<file path="src/hw/ddp_regs.vh">
/*
  Constants of the DDR2 pin-behaviour block: command codes, mode bits,
  widths and the data FIFO shape.
  Assumes inclusion by bare name from the design files under hw/.
*/
// Contract
// - Decode commands only when chip select low
// - Chip select gates decode; it is not part of command code
// - Row, column, write strobes define command
// - Fully masked write beats are not stored
// - Mask sampled on both strobe edges
// - Lower mask bits 7:0, upper 15:8
// - Termination on when control registered high
// - Termination only on active-width data pins
// - Mode-disabled termination ignores control input
// - Data width follows x16, x8, x4
// - Device drives strobe with read data
// - Read strobe edges aligned with data
// - Strobe complement used only in differential mode
// - Each byte lane has own strobe pair; writes capture both lanes on the lower strobe
// - Redundant strobe only x8, set by mode
// - Redundant strobe driven only with reads
// - Disabled redundant strobe acts as mask
// - Redundant complement needs both modes enabled
// - Commands sampled on rising link clock
`ifndef DDP_REGS_VH
`define DDP_REGS_VH
`define DDP_WIDTH_X16 2'h2
`define DDP_WIDTH_X8 2'h1
`define DDP_WIDTH_X4 2'h0
`define DDP_CMD_LMR 3'h0
`define DDP_CMD_WRITE 3'h4
`define DDP_CMD_READ 3'h5
`define DDP_CMD_NOP 3'h7
`define DDP_MODE_BITS 4
`define DDP_MODE_ODT_OFF 0
`define DDP_MODE_DIFF_OFF 1
`define DDP_MODE_REDUNDANT_READ_STROBE_COMPLEMENT_ON 2
`define DDP_MODE_RESET 4'h0
`define DDP_BA_EXT 3'h1
`define DDP_DATA_W 16
`define DDP_BEAT_W 18
`define DDP_FIFO_DEPTH 4
`define DDP_FIFO_AW 2
`define DDP_LANE_W 8
`define DDP_MASK_W 2
`define DDP_SYNC_IDLE 10'h1E0
`define DDP_BURST_BEATS 3'h4
`endif

</file>
<file path="src/hw/ddp_fifo.v">
/*
  Small synchronous FIFO with valid/ready on both sides.
  Assumes one clock and a synchronous active-low reset.
*/
`timescale 1ns/100ps
module ddp_fifo #(
  parameter WIDTH = 18,
  parameter DEPTH = 4,
  parameter AW = 2
) (
  input wire clock_i,
  input wire rst_n_i,
  input wire in_valid_i,
  output wire in_ready_o,
  input wire [WIDTH-1:0] in_data_i,
  output wire out_valid_o,
  input wire out_ready_i,
  output wire [WIDTH-1:0] out_data_o
);
  reg [WIDTH-1:0] mem [0:DEPTH-1];
  reg [AW-1:0] wr_ptr;
  reg [AW-1:0] rd_ptr;
  reg [AW:0] count;
  wire push;
  wire pop;
  assign in_ready_o = (count != DEPTH[AW:0]);
  assign out_valid_o = (count != {(AW+1){1'b0}});
  assign out_data_o = mem[rd_ptr];
  assign push = in_valid_i & in_ready_o;
  assign pop = out_valid_o & out_ready_i;
  always @(posedge clock_i) begin
    if (!rst_n_i) begin
      wr_ptr <= {AW{1'b0}};
      rd_ptr <= {AW{1'b0}};
      count <= {(AW+1){1'b0}};
    end else begin
      if (push) begin
        mem[wr_ptr] <= in_data_i;
        wr_ptr <= wr_ptr + 1'b1;
      end
      if (pop)
        rd_ptr <= rd_ptr + 1'b1;
      if (push && !pop)
        count <= count + 1'b1;
      else if (pop && !push)
        count <= count - 1'b1;
    end
  end
endmodule

</file>
<file path="src/hw/ddp_pins.v">
/*
  DDR2 device pin behaviour: command qualification by chip select,
  termination control, write capture with byte masks into a FIFO,
  read data with edge-aligned strobes, redundant strobe option.
  Assumes link clock and strobes are slow pins sampled by clock_i;
  organisation chosen by org_i, a static strap.
*/
`timescale 1ns/100ps
`include "ddp_regs.vh"
module ddp_pins (
  input wire clock_i,
  input wire rst_n_i,
  input wire [1:0] org_i,
  input wire link_clk_i,
  input wire chip_select_n_i,
  input wire row_strobe_n_i,
  input wire col_strobe_n_i,
  input wire write_enable_n_i,
  input wire [2:0] bank_i,
  input wire [`DDP_MODE_BITS-1:0] mode_op_i,
  input wire termination_control_i,
  input wire [`DDP_DATA_W-1:0] dq_i,
  output reg [`DDP_DATA_W-1:0] dq_o,
  output reg [`DDP_DATA_W-1:0] dq_oe_o,
  input wire lower_byte_mask_i,
  input wire upper_byte_mask_i,
  input wire lower_byte_strobe_i,
  output reg lower_byte_strobe_o,
  output reg lower_byte_strobe_oe_o,
  output reg lower_byte_strobe_n_o,
  output reg lower_byte_strobe_n_oe_o,
  output reg upper_byte_strobe_o,
  output reg upper_byte_strobe_oe_o,
  output reg upper_byte_strobe_n_o,
  output reg upper_byte_strobe_n_oe_o,
  output reg redundant_read_strobe_o,
  output reg redundant_read_strobe_oe_o,
  output reg redundant_read_strobe_complement_o,
  output reg redundant_read_strobe_complement_oe_o,
  output reg [`DDP_DATA_W-1:0] termination_on_o,
  output reg [2:0] last_cmd_o,
  output reg [`DDP_MODE_BITS-1:0] ext_mode_o,
  output reg wr_valid_o,
  input wire wr_ready_i,
  output reg [`DDP_DATA_W-1:0] wr_data_o,
  output reg [`DDP_MASK_W-1:0] wr_keep_o,
  input wire [`DDP_DATA_W-1:0] rd_data_i,
  input wire rd_valid_i,
  output reg rd_ready_o,
  output reg write_stall_o
);
  // ----------------------------------------------------------------
  // Input synchronisers
  // ----------------------------------------------------------------
  reg [9:0] sync1;
  reg [9:0] sync2;
  reg [2:0] bank_s1;
  reg [2:0] bank_s2;
  reg [`DDP_MODE_BITS-1:0] op_s1;
  reg [`DDP_MODE_BITS-1:0] op_s2;
  reg [`DDP_DATA_W-1:0] dq_s1;
  reg [`DDP_DATA_W-1:0] dq_s2;
  reg clk_d;
  reg dqs_d;
  wire [9:0] raw;
  assign raw = {link_clk_i, chip_select_n_i, row_strobe_n_i, col_strobe_n_i,
                write_enable_n_i, termination_control_i, lower_byte_mask_i,
                upper_byte_mask_i, lower_byte_strobe_i, 1'b0};
  always @(posedge clock_i) begin
    if (!rst_n_i) begin
      sync1 <= `DDP_SYNC_IDLE;
      sync2 <= `DDP_SYNC_IDLE;
      bank_s1 <= 3'h0;
      bank_s2 <= 3'h0;
      op_s1 <= `DDP_MODE_RESET;
      op_s2 <= `DDP_MODE_RESET;
      dq_s1 <= 16'h0000;
      dq_s2 <= 16'h0000;
      clk_d <= 1'b0;
      dqs_d <= 1'b0;
    end else begin
      sync1 <= raw;
      sync2 <= sync1;
      bank_s1 <= bank_i;
      bank_s2 <= bank_s1;
      op_s1 <= mode_op_i;
      op_s2 <= op_s1;
      dq_s1 <= dq_i;
      dq_s2 <= dq_s1;
      clk_d <= sync2[9];
      dqs_d <= sync2[1];
    end
  end
  wire lclk = sync2[9];
  wire cs_n = sync2[8];
  wire ras_n = sync2[7];
  wire cas_n = sync2[6];
  wire we_n = sync2[5];
  wire odt_in = sync2[4];
  wire lower_byte_mask = sync2[3];
  wire upper_byte_mask = sync2[2];
  wire dqs = sync2[1];
  wire clk_rise = lclk & ~clk_d;
  wire clk_fall = ~lclk & clk_d;
  wire dqs_edge = dqs ^ dqs_d;
  // ----------------------------------------------------------------
  // Command decode
  // ----------------------------------------------------------------
  wire [2:0] cmd = {ras_n, cas_n, we_n};
  wire cmd_ok = clk_rise & ~cs_n;
  reg in_write;
  reg in_read;
  reg [2:0] beats;
  wire is_x8 = (org_i == `DDP_WIDTH_X8);
  wire redundant_read_strobe_complement_on = ext_mode_o[`DDP_MODE_REDUNDANT_READ_STROBE_COMPLEMENT_ON] & is_x8;
  wire diff_on = ~ext_mode_o[`DDP_MODE_DIFF_OFF];
  reg [`DDP_DATA_W-1:0] width_mask;
  always @* begin
    case (org_i)
      `DDP_WIDTH_X16: width_mask = 16'hFFFF;
      `DDP_WIDTH_X8: width_mask = 16'h00FF;
      default: width_mask = 16'h000F;
    endcase
  end
  // ----------------------------------------------------------------
  // Mode, termination and transfer state
  // ----------------------------------------------------------------
  wire odt_q = odt_in & ~ext_mode_o[`DDP_MODE_ODT_OFF];
  wire lane_mask = (org_i == `DDP_WIDTH_X16) ? lower_byte_mask : (redundant_read_strobe_complement_on ? 1'b0 : lower_byte_mask);
  wire [`DDP_MASK_W-1:0] keep = {~upper_byte_mask, ~lane_mask};
  wire beat_store = in_write & dqs_edge & (keep != 2'h0);
  always @(posedge clock_i) begin
    if (!rst_n_i) begin
      ext_mode_o <= `DDP_MODE_RESET;
      last_cmd_o <= `DDP_CMD_NOP;
      termination_on_o <= 16'h0000;
      in_write <= 1'b0;
      in_read <= 1'b0;
      beats <= 3'h0;
      wr_valid_o <= 1'b0;
      wr_data_o <= 16'h0000;
      wr_keep_o <= 2'h0;
      write_stall_o <= 1'b0;
    end else begin
      if (clk_rise || ext_mode_o[`DDP_MODE_ODT_OFF])
        termination_on_o <= odt_q ? width_mask : 16'h0000;
      if (in_write && dqs_edge) begin
        beats <= beats - 3'h1;
        if (beats == 3'h1)
          in_write <= 1'b0;
      end
      if (in_read && (clk_rise || clk_fall) && rd_valid_i) begin
        beats <= beats - 3'h1;
        if (beats == 3'h1)
          in_read <= 1'b0;
      end
      // A new command wins over the end of a burst
      if (cmd_ok) begin
        last_cmd_o <= cmd;
        if (cmd == `DDP_CMD_LMR && bank_s2 == `DDP_BA_EXT)
          ext_mode_o <= op_s2;
        if (cmd == `DDP_CMD_WRITE) begin
          in_write <= 1'b1;
          beats <= `DDP_BURST_BEATS;
        end
        if (cmd == `DDP_CMD_READ) begin
          in_read <= 1'b1;
          beats <= `DDP_BURST_BEATS;
        end
      end
      wr_valid_o <= beat_store;
      wr_data_o <= dq_s2 & width_mask;
      wr_keep_o <= keep;
      write_stall_o <= ~wr_ready_i;
    end
  end
  // ----------------------------------------------------------------
  // Read drive: data and strobe change on the same link edge
  // ----------------------------------------------------------------
  wire rd_edge = in_read & (clk_rise | clk_fall) & rd_valid_i;
  wire rd_on = in_read | rd_edge;
  always @(posedge clock_i) begin
    if (!rst_n_i) begin
      dq_o <= 16'h0000;
      dq_oe_o <= 16'h0000;
      rd_ready_o <= 1'b0;
      lower_byte_strobe_o <= 1'b0;
      lower_byte_strobe_oe_o <= 1'b0;
      lower_byte_strobe_n_o <= 1'b1;
      lower_byte_strobe_n_oe_o <= 1'b0;
      upper_byte_strobe_o <= 1'b0;
      upper_byte_strobe_oe_o <= 1'b0;
      upper_byte_strobe_n_o <= 1'b1;
      upper_byte_strobe_n_oe_o <= 1'b0;
      redundant_read_strobe_o <= 1'b0;
      redundant_read_strobe_oe_o <= 1'b0;
      redundant_read_strobe_complement_o <= 1'b1;
      redundant_read_strobe_complement_oe_o <= 1'b0;
    end else begin
      rd_ready_o <= rd_edge;
      if (rd_edge) begin
        dq_o <= rd_data_i & width_mask;
        lower_byte_strobe_o <= clk_rise;
        lower_byte_strobe_n_o <= ~clk_rise;
        upper_byte_strobe_o <= clk_rise;
        upper_byte_strobe_n_o <= ~clk_rise;
        redundant_read_strobe_o <= clk_rise;
        redundant_read_strobe_complement_o <= ~clk_rise;
      end
      dq_oe_o <= rd_on ? width_mask : 16'h0000;
      lower_byte_strobe_oe_o <= rd_on;
      lower_byte_strobe_n_oe_o <= rd_on & diff_on;
      upper_byte_strobe_oe_o <= rd_on & (org_i == `DDP_WIDTH_X16);
      upper_byte_strobe_n_oe_o <= rd_on & diff_on & (org_i == `DDP_WIDTH_X16);
      redundant_read_strobe_oe_o <= rd_on & redundant_read_strobe_complement_on;
      redundant_read_strobe_complement_oe_o <= rd_on & redundant_read_strobe_complement_on & diff_on;
    end
  end
endmodule

</file>
<file path="src/hw/ddp_top.v">
/*
  Top of the DDR2 pin block: pin logic feeding the write-beat FIFO.
  Assumes the sink drains the FIFO with valid/ready.
*/
`timescale 1ns/100ps
`include "ddp_regs.vh"
module ddp_top (
  input wire clock_i,
  input wire rst_n_i,
  input wire [1:0] org_i,
  input wire link_clk_i,
  input wire chip_select_n_i,
  input wire row_strobe_n_i,
  input wire col_strobe_n_i,
  input wire write_enable_n_i,
  input wire [2:0] bank_i,
  input wire [3:0] mode_op_i,
  input wire termination_control_i,
  input wire [15:0] dq_i,
  output wire [15:0] dq_o,
  output wire [15:0] dq_oe_o,
  input wire lower_byte_mask_i,
  input wire upper_byte_mask_i,
  input wire lower_byte_strobe_i,
  output wire [15:0] termination_on_o,
  output wire [3:0] ext_mode_o,
  output wire lower_byte_strobe_o,
  output wire lower_byte_strobe_oe_o,
  output wire redundant_read_strobe_o,
  output wire redundant_read_strobe_oe_o,
  input wire [15:0] rd_data_i,
  input wire rd_valid_i,
  output wire rd_ready_o,
  output wire sink_valid_o,
  input wire sink_ready_i,
  output wire [17:0] sink_data_o
);
  wire wv;
  wire wr;
  wire [15:0] wd;
  wire [1:0] wk;
  ddp_pins u_pins (
    .clock_i(clock_i), .rst_n_i(rst_n_i), .org_i(org_i), .link_clk_i(link_clk_i),
    .chip_select_n_i(chip_select_n_i), .row_strobe_n_i(row_strobe_n_i),
    .col_strobe_n_i(col_strobe_n_i), .write_enable_n_i(write_enable_n_i),
    .bank_i(bank_i), .mode_op_i(mode_op_i),
    .termination_control_i(termination_control_i), .dq_i(dq_i), .dq_o(dq_o),
    .dq_oe_o(dq_oe_o), .lower_byte_mask_i(lower_byte_mask_i),
    .upper_byte_mask_i(upper_byte_mask_i), .lower_byte_strobe_i(lower_byte_strobe_i),
    .lower_byte_strobe_o(lower_byte_strobe_o),
    .lower_byte_strobe_oe_o(lower_byte_strobe_oe_o),
    .lower_byte_strobe_n_o(), .lower_byte_strobe_n_oe_o(),
    .upper_byte_strobe_o(), .upper_byte_strobe_oe_o(),
    .upper_byte_strobe_n_o(), .upper_byte_strobe_n_oe_o(),
    .redundant_read_strobe_o(redundant_read_strobe_o),
    .redundant_read_strobe_oe_o(redundant_read_strobe_oe_o),
    .redundant_read_strobe_complement_o(),
    .redundant_read_strobe_complement_oe_o(),
    .termination_on_o(termination_on_o), .last_cmd_o(), .ext_mode_o(ext_mode_o),
    .wr_valid_o(wv), .wr_ready_i(wr), .wr_data_o(wd), .wr_keep_o(wk),
    .rd_data_i(rd_data_i), .rd_valid_i(rd_valid_i), .rd_ready_o(rd_ready_o),
    .write_stall_o()
  );
  ddp_fifo #(.WIDTH(`DDP_BEAT_W), .DEPTH(`DDP_FIFO_DEPTH), .AW(`DDP_FIFO_AW)) u_fifo (
    .clock_i(clock_i), .rst_n_i(rst_n_i), .in_valid_i(wv), .in_ready_o(wr),
    .in_data_i({wk, wd}), .out_valid_o(sink_valid_o), .out_ready_i(sink_ready_i),
    .out_data_o(sink_data_o)
  );
endmodule

</file>
<file path="config.mk">
export PLATFORM = sky130hd
export DESIGN_NAME = ddp_top
export DESIGN_NICKNAME = d
export VERILOG_FILES = /design/src/hw/ddp_fifo.v /design/src/hw/ddp_pins.v /design/src/hw/ddp_top.v
export VERILOG_INCLUDE_DIRS = /design/src /design/src/hw
export SDC_FILE = /design/constraint.sdc
export NUM_CORES = 1
export LEC_CHECK = 0
export BUFFER_PORTS_ARGS = -buffer_cell sky130_fd_sc_hd__buf_2
export CAP_MARGIN = 20
export CORE_MARGIN = 10
export CORE_UTILIZATION = 30
export CTS_BUF_LIST = sky130_fd_sc_hd__clkbuf_8 sky130_fd_sc_hd__clkbuf_16
export CTS_CLUSTER_SIZE = 30
export DETAILED_ROUTE_END_ITERATION = 10
export HOLD_SLACK_MARGIN = 0.05
export PLACE_DENSITY = 0.57
export SLEW_MARGIN = 20
export SYNTH_ARGS = -nofsm -noshare
export SYNTH_HDL_FRONTEND = slang
export SYNTH_SLANG_ARGS = --single-unit
</file>
<file path="constraint.sdc">
create_clock -name clock_i -period 4 [get_ports clock_i]
set_clock_uncertainty 0.2 [all_clocks]
set_input_delay 0.2 -clock clock_i [delete_from_list [all_inputs] [get_ports clock_i]]
set_output_delay 0.2 -clock clock_i [all_outputs]
set_load 0.01 [all_outputs]
</file>
Word level (Yosys, flattened, before mapping)
Memories as Yosys holds them, arrays and structs flattened. A register that Yosys moved wholly into a read port is not among the register bits.
Cells that the tools add are included.
{ "word_totals": {"register_bits": 155, "wordCells": 104, "output_inout_bits": 76, "input_bits": 54, "ramBits": 72, "n_memories": 1} }
{ "memory_table": {"columns": ["memory", "words", "width", "read_ports", "rd_ports_with_merged_regs", "wr", "line_no", "text"], "rows": [
  ["u_fifo.mem", 4, 18, 1, 1, 1, "ddp_fifo.v:20", "reg [WIDTH-1:0] mem [0:DEPTH-1];"]
]} }
{ "classes": {"muxes": 24, "reduce_logical": 16, "n_eq_ne": 7, "bitwise_logic": 23, "n_addsub": 5} }
{ "op_table": {"columns": ["op", "count"], "rows": [
  ["$and 16x16->16", 2],
  ["$pmux 16 s2", 1],
  ["$mux 3", 7],
  ["$mux 16", 1],
  ["$mux 1", 13],
  ["$and 1x1->1", 12],
  ["$eq 3x1->1 const B", 2],
  ["$eq 3x3->1 const B", 2],
  ["$logic_and 1x1->1", 6],
  ["$not 1->1", 6],
  ["$sub 3x1->3 const B", 2],
  ["$add 2x1->2 const B", 2],
  ["$mux 2", 2],
  ["$reduce_and 2->1", 2],
  ["$reduce_bool 2->1", 2],
  ["$add 3x1->3 const B", 1],
  ["$logic_not 3->1", 1],
  ["$ne 3x3->1 const B", 1],
  ["$reduce_bool 3->1", 1],
  ["$eq 2x1->1 const B", 1],
  ["$eq 2x2->1 const B", 1],
  ["$logic_not 1->1", 2],
  ["$logic_or 1x1->1", 2],
  ["$or 1x1->1", 2],
  ["$xor 1x1->1", 1]
]} }

Logic depth before layout (Yosys ltp)
Gate-level depths: netlist of the first run.
{ "depth": {"depth_word": 9, "depth_mapped": 8, "mapped_depth_nobuf": 8} }

By module
From an unflattened synthesis of the first run, not the netlist that was laid out.
{ "unflattened": {"hier_cells": 526, "area_unflattened_um2": 7310.8} }
{ "modules_own_cells": {"columns": ["module", "area_per_inst_um2", "instances", "seq_area_each_um2", "cells_each"], "rows": [
  ["ddp_pins", 4174.0, 1, 2582.5, 384],
  ["ddp_fifo", 3136.8, 1, 2342.2, 142]
]} }

Least setup slack after synthesis of the first run
Ideal clock, no wire load.
{ "synth_path": {"kind": "reg2reg", "startpoint": "register u_fifo.count[0]", "endpoint": "register u_fifo.count[2]", "required_time_ns": 3.730, "slack_ns": 1.586, "n_path_buf": 0, "synth_period_minus_slack_ns": 2.414, "setup_ns": 0.070, "arrival_ns": 2.143, "stages_incl_launch_ff": 9, "cell_sequence": "dfxtp_1 -> or3_1 -> nand2_1 -> ha_1 -> inv_1 -> fa_1 -> xor2_1 -> or3_1 -> a21oi_1"} }
{ "synth_via": {"elab_chain_len": 5, "elab_cells_between_ends": 13, "classes_between": "add/sub (2); eq/ne (1); mux (2); bitwise (2); reduce/logical (6)"} }
{ "synth_rtl": {"columns": ["item", "line_no", "text"], "rows": [
  ["start: declaration", "ddp_fifo.v:23", "reg [AW:0] count;"],
  ["start signal: assignment", "ddp_fifo.v:35", "count <= {(AW+1){1'b0}};"],
  ["start signal: assignment", "ddp_fifo.v:44", "count <= count + 1'b1;"],
  ["start signal: assignment", "ddp_fifo.v:46", "count <= count - 1'b1;"],
  ["$reduce_bool 3->1 *", "ddp_fifo.v:27", "assign out_valid_o = (count != {(AW+1){1'b0}});"],
  ["via sink_valid_o", "ddp_top.v:34", "output wire sink_valid_o,"],
  ["$and 1x1->1 *", "ddp_fifo.v:30", "assign pop = out_valid_o & out_ready_i;"],
  ["$logic_not 1->1", "ddp_fifo.v:43", "if (push && !pop)"],
  ["$logic_and 1x1->1", "ddp_fifo.v:43", null],
  ["$mux 3 or $reduce_bool 2->1 (tied branches)", null, null]
]} }
Mark *: on every way through the listed nets, which the timed path passes. The rest lies on a longest branch. The select of a mux whose other input is x is not followed.
A chain may end at the register's enable or synchronous reset.

==> tab_implementation.tex, run 1 <==
\begin{tabular}{lr}
\hline
Metric & Value \\
\hline
\multicolumn{2}{l}{\textbf{Finish}} \\
\quad Combined area of the multi-input logic cells & 0.00180 sq mm \\
\quad Sequential Area & 0.00474 sq mm \\
\quad Util after Layout & 39.6\% \\
\quad Synth-to-Final Area Change & 30.2\% \\
\quad Antenna diode instance count & 0 \\
\quad Net total in the final layout & 732 \\
\quad Layout cell share with drive strength beyond 1 & between 20\% and 30\% \\
\quad Final Non-Filler Cells & 968 \\
\quad Fillcell total & approximately 2,100 \\
\multicolumn{2}{l}{\textbf{Yosys}} \\
\quad Synthesized area per cell & 13.7 sq um \\
\quad Combined area of all synthesized cells & 0.00687 sq mm \\
\quad Number of warnings printed during yosys synthesis & 0 \\
\quad Gate count after technology mapping & $\sim$500 \\
\quad Distinct cell type count of the synthesized netlist & 36 \\
\quad Most area-hungry cell type in the Yosys netlist & dfxtp\_1 \\
\quad Sequential fraction of the synthesis area & between 60 and 70\% \\
\quad Number of nets in the synthesized netlist & between 500 and 600 \\
\quad Post-synthesis register bit count & around 200 \\
\quad Synth top area cells & dfxtp\_1, edfxtp\_1, and2\_1 \\
\quad Area share of the largest cell type after synthesis & $\sim$38\% \\
\multicolumn{2}{l}{\textbf{Placement}} \\
\quad Last weighted congestion value of the routability-driven placer & 0.706 \\
\quad DP Wirelength & $\sim$10 mm \\
\quad Quantity of I/O buffers inserted on ports & between 100 and 150 \\
\quad Place WS & 1390 ps \\
\quad Post-placement cell count & a little under 900 \\
\multicolumn{2}{l}{\textbf{Critical path}} \\
\quad Peak per-stage delay on the critical path & 720 ps \\
\quad Worst Setup Path Type & reg2out \\
\quad Endpoint arrival time on the critical path & 2250 ps \\
\quad Crit path max-delay cell type & dfxtp\_1 \\
\quad CP Cell Sequence & buf\_4 > mux4\_2 > buf\_2 \\
\quad Launching element type of the critical path & register \\
\quad Crit end category & output port \\
\quad Critical path peak fanout & 10 \\
\quad Required time worst endpoint & roughly 3600 ps \\
\quad Startpoint of the worst-slack reg-to-reg timing path & u\_fifo.count[0]\$\_SDFFE\_PN0P\_ \\
\multicolumn{2}{l}{\textbf{Clock tree}} \\
\quad Insertion delay to the later sink of the worst-skew pair & 480 ps \\
\quad Maximum number of buffers from clock root to sink & 3 \\
\quad Deepest level of the CTS H-tree & 1 \\
\quad Clock transition time at the flip-flop clock pins of the worst setup and hold paths & about 60 ps \\
\quad Clock Sinks & between 200 and 250 \\
\quad TritonCTS Buffers & 22 \\
\quad Clock tree from TritonCTS & built \\
\quad Count of instances resized after the clock tree is built & 0 \\
\quad Root cell of the clock tree & clkbuf\_16 \\
\multicolumn{2}{l}{\textbf{Timing}} \\
\quad Final Hold Vio Count & 0 \\
\quad Setup repair after global routing missed its margin & false \\
\quad Setup ws final & $\sim$1300 ps \\
\quad Final Slew Violations & 0 \\
\quad Shortest clock period the worst path allows after layout & between 2000 and 3000 ps \\
\quad Final setup violation count & 0 \\
\quad Remaining max-slew budget at the tightest pin & 35.7\% \\
\quad FMAX & 0.377 GHz \\
\quad Worst hold-check slack & around 120 ps \\
\quad Setup\_tns & 0 ps \\
\quad Slew of the pin with the lowest slew margin & slightly below 1000 ps \\
\quad Crit share post-route & between 60\% and 70\% \\
\multicolumn{2}{l}{\textbf{Flow run}} \\
\quad Number of violations of the max-capacitance limit & 0 \\
\multicolumn{2}{l}{\textbf{Power and ir drop}} \\
\quad Worst voltage drop across the vdd grid & 0.000241 V \\
\quad Power per cell area & 517 mW/mm\^{}2 \\
\quad Total leakage power & 3.66 nW \\
\multicolumn{2}{l}{\textbf{Floorplanning}} \\
\quad Die footprint & 0.0294 sq mm \\
\quad I/O pin cnt & 130 \\
\quad Horizontal die dimension & around 170 um \\
\quad Row cnt & 55 \\
\quad Height of the chip & 171 um \\
\quad Core area & $\sim$0.023 sq mm \\
\quad Starting utilization of the core area & 30.4\% \\
\multicolumn{2}{l}{\textbf{Min path}} \\
\quad Type of the most critical hold path & in2reg \\
\quad Launch instance of the worst min-delay path & org\_i[1] \\
\multicolumn{2}{l}{\textbf{Routing}} \\
\quad Post-DR vias/cell & around 4.2 \\
\quad Remaining antenna violation count & 0 \\
\quad Aggregate routed wire length & approximately 14 mm \\
\quad Number of vias after detailed routing & 4,111 \\
\quad Mean routed wirelength per cell & 15.0 um \\
\quad First-pass detailed-route iteration total & 4 \\
\quad DR DRC count & 0 \\
\quad Initial DRC count & 150 \\
\multicolumn{2}{l}{\textbf{Global route}} \\
\quad Initial antenna violation count & 0 \\
\quad Largest net degree at the start of global routing & 60 \\
\quad Overall routing resource usage & approximately 9.8\% \\
\quad Remaining Overflow, GRT & 0 \\
\quad First-pass GRT wire length & between 20 and 25 mm \\
\quad Number of global-route vias before repair & 4,440 \\
\multicolumn{2}{l}{\textbf{Outcome}} \\
\quad Result of the run & finished, final reports clean \\
\hline
\end{tabular}
==> where the power goes <==
part	leakage (nW)	total, mW	internal (mW)	switching (mW)
Clock	0.400	2.02	1.28	0.740
Combinational	1.53	0.399	0.225	0.173
Sequential	1.73	2.21	2.16	0.0502
Total	3.66	4.63	3.67	0.964
==> logic make-up after synthesis <==
group | count (synthesis) | synth area share (%)
xor gates and xnor gates | 7 | 0.892
buffers and inverters | 59 | 4.75
and+or+nand+nor | 167 | 13.8
AOI/OAI and AO/OA | 32 | 2.64
adders and majority gates | 11 | 2.11
DFF | 201 | 69.1
muxes | 24 | 6.77
==> Yosys cell counts <==
library cell  instances
mux4_2               18
clkinv_1              1
a32oi_1               1
nor3b_1               1
fa_1                  1
o2bb2ai_1             1
buf_4                27
nor2_1               20
a31oi_1               1
a21o_1                1
or3_1                 3
or4b_4                1
buf_2                 3
dfxtp_1             129
and3_1               14
xor2_1                5
clkbuf_1             16
a21boi_1              1
a21oi_1              23
ha_1                 10
and3b_1               1
mux2i_1               6
nand2_1              28
nor3b_4               1
inv_1                10
nand3_1              10
nand2b_1             11
o211a_1               1
a211oi_1              1
and2_1               70
o21ai_0               2
or3b_2                1
nand3b_1              6
edfxtp_1             72
xnor2_1               2
buf_1                 2
==> worst max-delay path: cells and delay by family, from the launching register on <==
kind	cells	cell delay [ps]
buf+inv	2	500
mux	1	540
flops	1	720
==> sequential cells by signal, summed over array words and instances (netlist names), 4 cells and up, named ones only <==
signal	flops
u_pins.dq_s1	16
u_fifo.mem	72
u_pins.wr_data_o	16
u_pins.sync2	9
u_pins.dq_s2	16
u_pins.ext_mode_o	4
u_pins.op_s1	4
u_pins.sync1	9
u_pins.op_s2	4
u_pins.dq_o	16
==> final cells by class <==
type	instances	area share, %
sequential	201	53.0
multi-input combinational	241	20.1
timing repair buffer	190	13.9
clock buffer	28	7.33
tap	285	3.99
clock inverter	12	1.15
inverter	11	0.462
==> cell usage in the layout (no fill, tap or decap), types with 14 or more instances in the layout <==
| master | count |
|---|---|
| nor2_1 | 20 |
| a21oi_1 | 23 |
| and2_1 | 70 |
| clkbuf_16 | 24 |
| mux4_2 | 18 |
| nand2_1 | 28 |
| edfxtp_1 | 72 |
| dlygate4sd3_1 | 57 |
| inv_1 | 16 |
| dfxtp_1 | 129 |
| and3_1 | 14 |
| buf_2 | 129 |
==> routing by layer <==
metal  GRT usage (%)  vias to the layer above  share of wire, %
li1                -                     2017                 -
met1            11.1                     1955                42
met2            17.2                      101                50
met3            2.31                       38               4.4
met4            4.23                        0               3.3
met5               0                        -                 0
==> final timing paths <==
path	endpoint	depth (start not counted)	slack, ps
setup / recovery	sink_data_o[14]	3	1350
setup reg to reg	u_fifo.count[2]$_SDFFE_PN0P_	8	1380
hold / removal	u_pins.wr_keep_o[0]$_SDFF_PN0_	5	120
hold reg to reg	u_pins.wr_keep_o[1]$_SDFF_PN0_	1	210
==> per-stage QoR <==
stage               power [mW]  instance area, sq um
floorplan                 2.48                  6870
global placement          2.61                  7620
detailed placement        2.62                  7620
CTS                       4.69                  8950
global route              4.83                  8950
finish                    4.63                  8950
==> timing repair <==
action | in CTS | in global routing
hold buffers | 57 | 0
hold endpoints to repair | 59 | 0
setup buffers | 0 | 0
No activity file was read; power rests on OpenSTA's default activity.
==> run 2: changes to the inputs <==
- ABC_AREA: unset -> 1
- PLACE_DENSITY: 0.57 -> 0.59
- clock period: 4 -> 2.2 ns (I/O delays scaled with it)
==> run 2 against run 1 <==
Against the previous run: via count increased by 15%; cell count increased by 23%; sequential cell count unchanged; die area increased by 3.1%; sequential share of layout area decreased by 1.5 points; largest cell class unchanged.
==> tab_implementation.tex, run 2 <==
\begin{tabular}{lr}
\hline
Metric & Value \\
\hline
\multicolumn{2}{l}{\textbf{Outcome}} \\
\quad Result of the run & finished, final reports clean \\
\multicolumn{2}{l}{\textbf{Timing}} \\
\quad FMAX & between 0.4 and 0.5 GHz \\
\quad Setup\_tns & 0 ps \\
\quad Final setup violation count & 0 \\
\quad Final Hold Vio Count & 0 \\
\quad Slew of the pin with the lowest slew margin & 437 ps \\
\quad Crit share post-route & between 90\% and 100\% \\
\quad Final Slew Violations & 0 \\
\quad Remaining max-slew budget at the tightest pin & 70.9\% \\
\quad Setup repair after global routing missed its margin & false \\
\quad Shortest clock period the worst path allows after layout & $\sim$2100 ps \\
\multicolumn{2}{l}{\textbf{Yosys}} \\
\quad Top cells by instance count after synthesis & dfxtp\_1, inv\_1, nand2\_1 \\
\quad Leading cell type by number of instances after synthesis & dfxtp\_1 \\
\quad Synth top area cells & dfxtp\_1, edfxtp\_1, inv\_1 \\
\quad Synthesized area per cell & 10.3 sq um \\
\quad Number of nets in the synthesized netlist & 757 \\
\quad Post-synth ARST share & 0\% \\
\quad Post-synthesis register bit count & 201 \\
\quad Combined area of all synthesized cells & $\sim$0.0071 sq mm \\
\quad Top\_reg\_cell synth & dfxtp\_1 \\
\quad Area share of the largest cell type after synthesis & 36.3\% \\
\quad Distinct cell type count of the synthesized netlist & 28 \\
\quad Sequential fraction of the synthesis area & 66.7\% \\
\quad Most area-hungry cell type in the Yosys netlist & dfxtp\_1 \\
\quad Number of warnings printed during yosys synthesis & 0 \\
\quad Gate count after technology mapping & 692 \\
\quad Number of enable-type register cells in the synthesized netlist & 72 \\
\multicolumn{2}{l}{\textbf{Global route}} \\
\quad Largest net degree at the start of global routing & 85 \\
\quad Number of global-route vias before repair & 4,805 \\
\quad Initial antenna violation count & 0 \\
\quad Remaining Overflow, GRT & 0 \\
\quad First-pass GRT wire length & between 20 and 25 mm \\
\quad Overall routing resource usage & under 10\% \\
\multicolumn{2}{l}{\textbf{Finish}} \\
\quad Fillcell total & approximately 2,300 \\
\quad Largest register FFs & a little over 70 \\
\quad Layout cell share with drive strength beyond 1 & 22.1\% \\
\quad Synth-to-Final Area Change & 29.5\% \\
\quad Net total in the final layout & 923 \\
\quad Top register by number of flip-flops & u\_fifo.mem \\
\quad Leading cell type in the layout, fill and taps excluded & buf\_2 \\
\quad Final Non-Filler Cells & 1,193 \\
\quad Most used cells in the layout excluding fill and tap cells & buf\_2, dfxtp\_1, inv\_1 \\
\quad Antenna diode instance count & 0 \\
\quad Util after Layout & 39.3\% \\
\multicolumn{2}{l}{\textbf{Placement}} \\
\quad Last weighted congestion value of the routability-driven placer & 0.756 \\
\quad Post-placement cell count & $\sim$1,100 \\
\quad DP Wirelength & 10.2 mm \\
\quad Quantity of I/O buffers inserted on ports & 129 \\
\multicolumn{2}{l}{\textbf{Clock tree}} \\
\quad TritonCTS Buffers & 22 \\
\quad Insertion delay to the later sink of the worst-skew pair & around 490 ps \\
\quad Root cell of the clock tree & clkbuf\_16 \\
\quad Clock transition time at the flip-flop clock pins of the worst setup and hold paths & 60 ps \\
\quad Total setup buffers inserted after CTS & 0 \\
\quad Clock tree from TritonCTS & built \\
\quad Deepest level of the CTS H-tree & 1 \\
\quad Maximum number of buffers from clock root to sink & 3 \\
\quad Clock Sinks & 201 \\
\multicolumn{2}{l}{\textbf{Floorplanning}} \\
\quad Horizontal die dimension & 174 um \\
\quad Height of the chip & 174 um \\
\quad Die footprint & 0.0303 sq mm \\
\quad Row cnt & 56 \\
\quad Core area & between 0.02 and 0.025 sq mm \\
\quad Starting utilization of the core area & a little under a third \\
\quad I/O pin cnt & 130 \\
\multicolumn{2}{l}{\textbf{Routing}} \\
\quad Number of vias after detailed routing & 4,729 \\
\quad Initial DRC count & 163 \\
\quad Aggregate routed wire length & 15.3 mm \\
\quad Mean routed wirelength per cell & 12.8 um \\
\quad DR DRC count & 0 \\
\quad First-pass detailed-route iteration total & 5 \\
\quad Remaining antenna violation count & 0 \\
\quad Post-DR vias/cell & 3.96 \\
\multicolumn{2}{l}{\textbf{Power and ir drop}} \\
\quad Worst voltage drop across the vdd grid & 0.000553 V \\
\quad Total leakage power & 4.26 nW \\
\quad Post-layout power & 8.70 mW \\
\quad Power per cell area & about 940 mW/mm\^{}2 \\
\multicolumn{2}{l}{\textbf{Critical path}} \\
\quad Worst setup path end & sink\_data\_o[6] \\
\quad Minimum setup slack among reg-to-reg paths & 150 ps \\
\quad Endpoint arrival time on the critical path & 1760 ps \\
\quad Required time worst endpoint & around 1900 ps \\
\quad Worst flop-to-flop path endpoint & u\_pins.dq\_o[0]\$\_SDFFE\_PN0P\_ \\
\quad Depth of the worst register-to-register path & 7 \\
\quad Launching element type of the critical path & register \\
\quad Startpoint of the worst-slack reg-to-reg timing path & u\_pins.clk\_d\$\_SDFF\_PN0\_ \\
\quad Critical path peak fanout & 18 \\
\quad Worst Setup Path Type & reg2out \\
\quad Crit end category & output port \\
\multicolumn{2}{l}{\textbf{Min path}} \\
\quad Type of the most critical hold path & in2reg \\
\multicolumn{2}{l}{\textbf{Flow run}} \\
\quad Number of violations of the max-capacitance limit & 0 \\
\hline
\end{tabular}
==> run 2: report_power, final <==
group / switching, mW / leakage [nW] / total (mW) / internal, mW
Sequential: 0.0565 / 1.70 / 4.00 / 3.95
Clock: 1.42 / 0.375 / 3.59 / 2.17
Combinational: 0.671 / 2.19 / 1.11 / 0.436
Total: 2.15 / 4.26 / 8.70 / 6.56
==> run 2: layout make-up <==
cell class,count,area (sq um),area share (%)
sequential,201,4750,51.5
multi-input combinational,326,1600,17.4
timing repair buffer,196,1320,14.3
clock buffer,24,589,6.40
inverter,111,419,4.55
tap,319,399,4.33
clock inverter,16,138,1.49
==> run 2: routing by layer <==
layer	vias up	global-route usage (%)	wire length (um)
met5	-	0	0
li1	2500	-	-
met2	87	17.3	7630
met3	25	2.19	586
met4	0	2.64	287
met1	2117	11.9	6790
==> run 2: cells by family (layout without fill, tap and decap cells) <==
group	after synthesis	after routing	synth area share (%)
buffers and inverters	165	347	11.0
flip-flops	201	201	66.7
adder cells (fa/ha/maj)	11	11	2.04
AO/OA/AOI/OAI	86	86	6.40
AND/OR/NAND/NOR	227	227	13.6
XOR/XNOR	2	2	0.246
==> run 2: repair_timing <==
item / 4_1_cts / 5_1_grt
hold buffers: 56 / 0
resized for setup: 0 / 9
endpoints found under the setup margin: 0 / 11
hold endpoints to repair: 77 / 0
==> run 2: worst min path at each step <==
stage	to	slack, ps	from	cells after the start
after global routing	u_pins.sync1[8]$_SDFF_PN1_	120	chip_select_n_i	3
after global placement	u_pins.op_s1[0]$_SDFF_PN0_	90	mode_op_i[0]	3
after CTS	u_pins.sync1[7]$_SDFF_PN1_	110	row_strobe_n_i	3
after detailed placement	u_pins.sync1[8]$_SDFF_PN1_	90	chip_select_n_i	2
final	u_pins.sync1[7]$_SDFF_PN1_	140	row_strobe_n_i	3
after floorplan	u_pins.bank_s1[0]$_SDFF_PN0_	8	bank_i[0]	2
==> run 2: critical path, stage by stage, from the launching register on <==
cell and delay, ps:
dfxtp_1 430, inv_2 300, o21ai_0 150, o22ai_1 200, buf_2 190
==> run 2: through the flow <==
step | cell area (sq um) | hold slack (ps) | setup slack, ps
6_report | 9210 | 138 | 127
5_1_grt | 9210 | 122 | 5.84
4_1_cts | 9190 | 112 | 18.1
3_5_place_dp | 7900 | 93.5 | 74.8
3_3_place_gp | 7900 | 92.0 | 146
2_1_floorplan | 7110 | 7.63 | 74.8
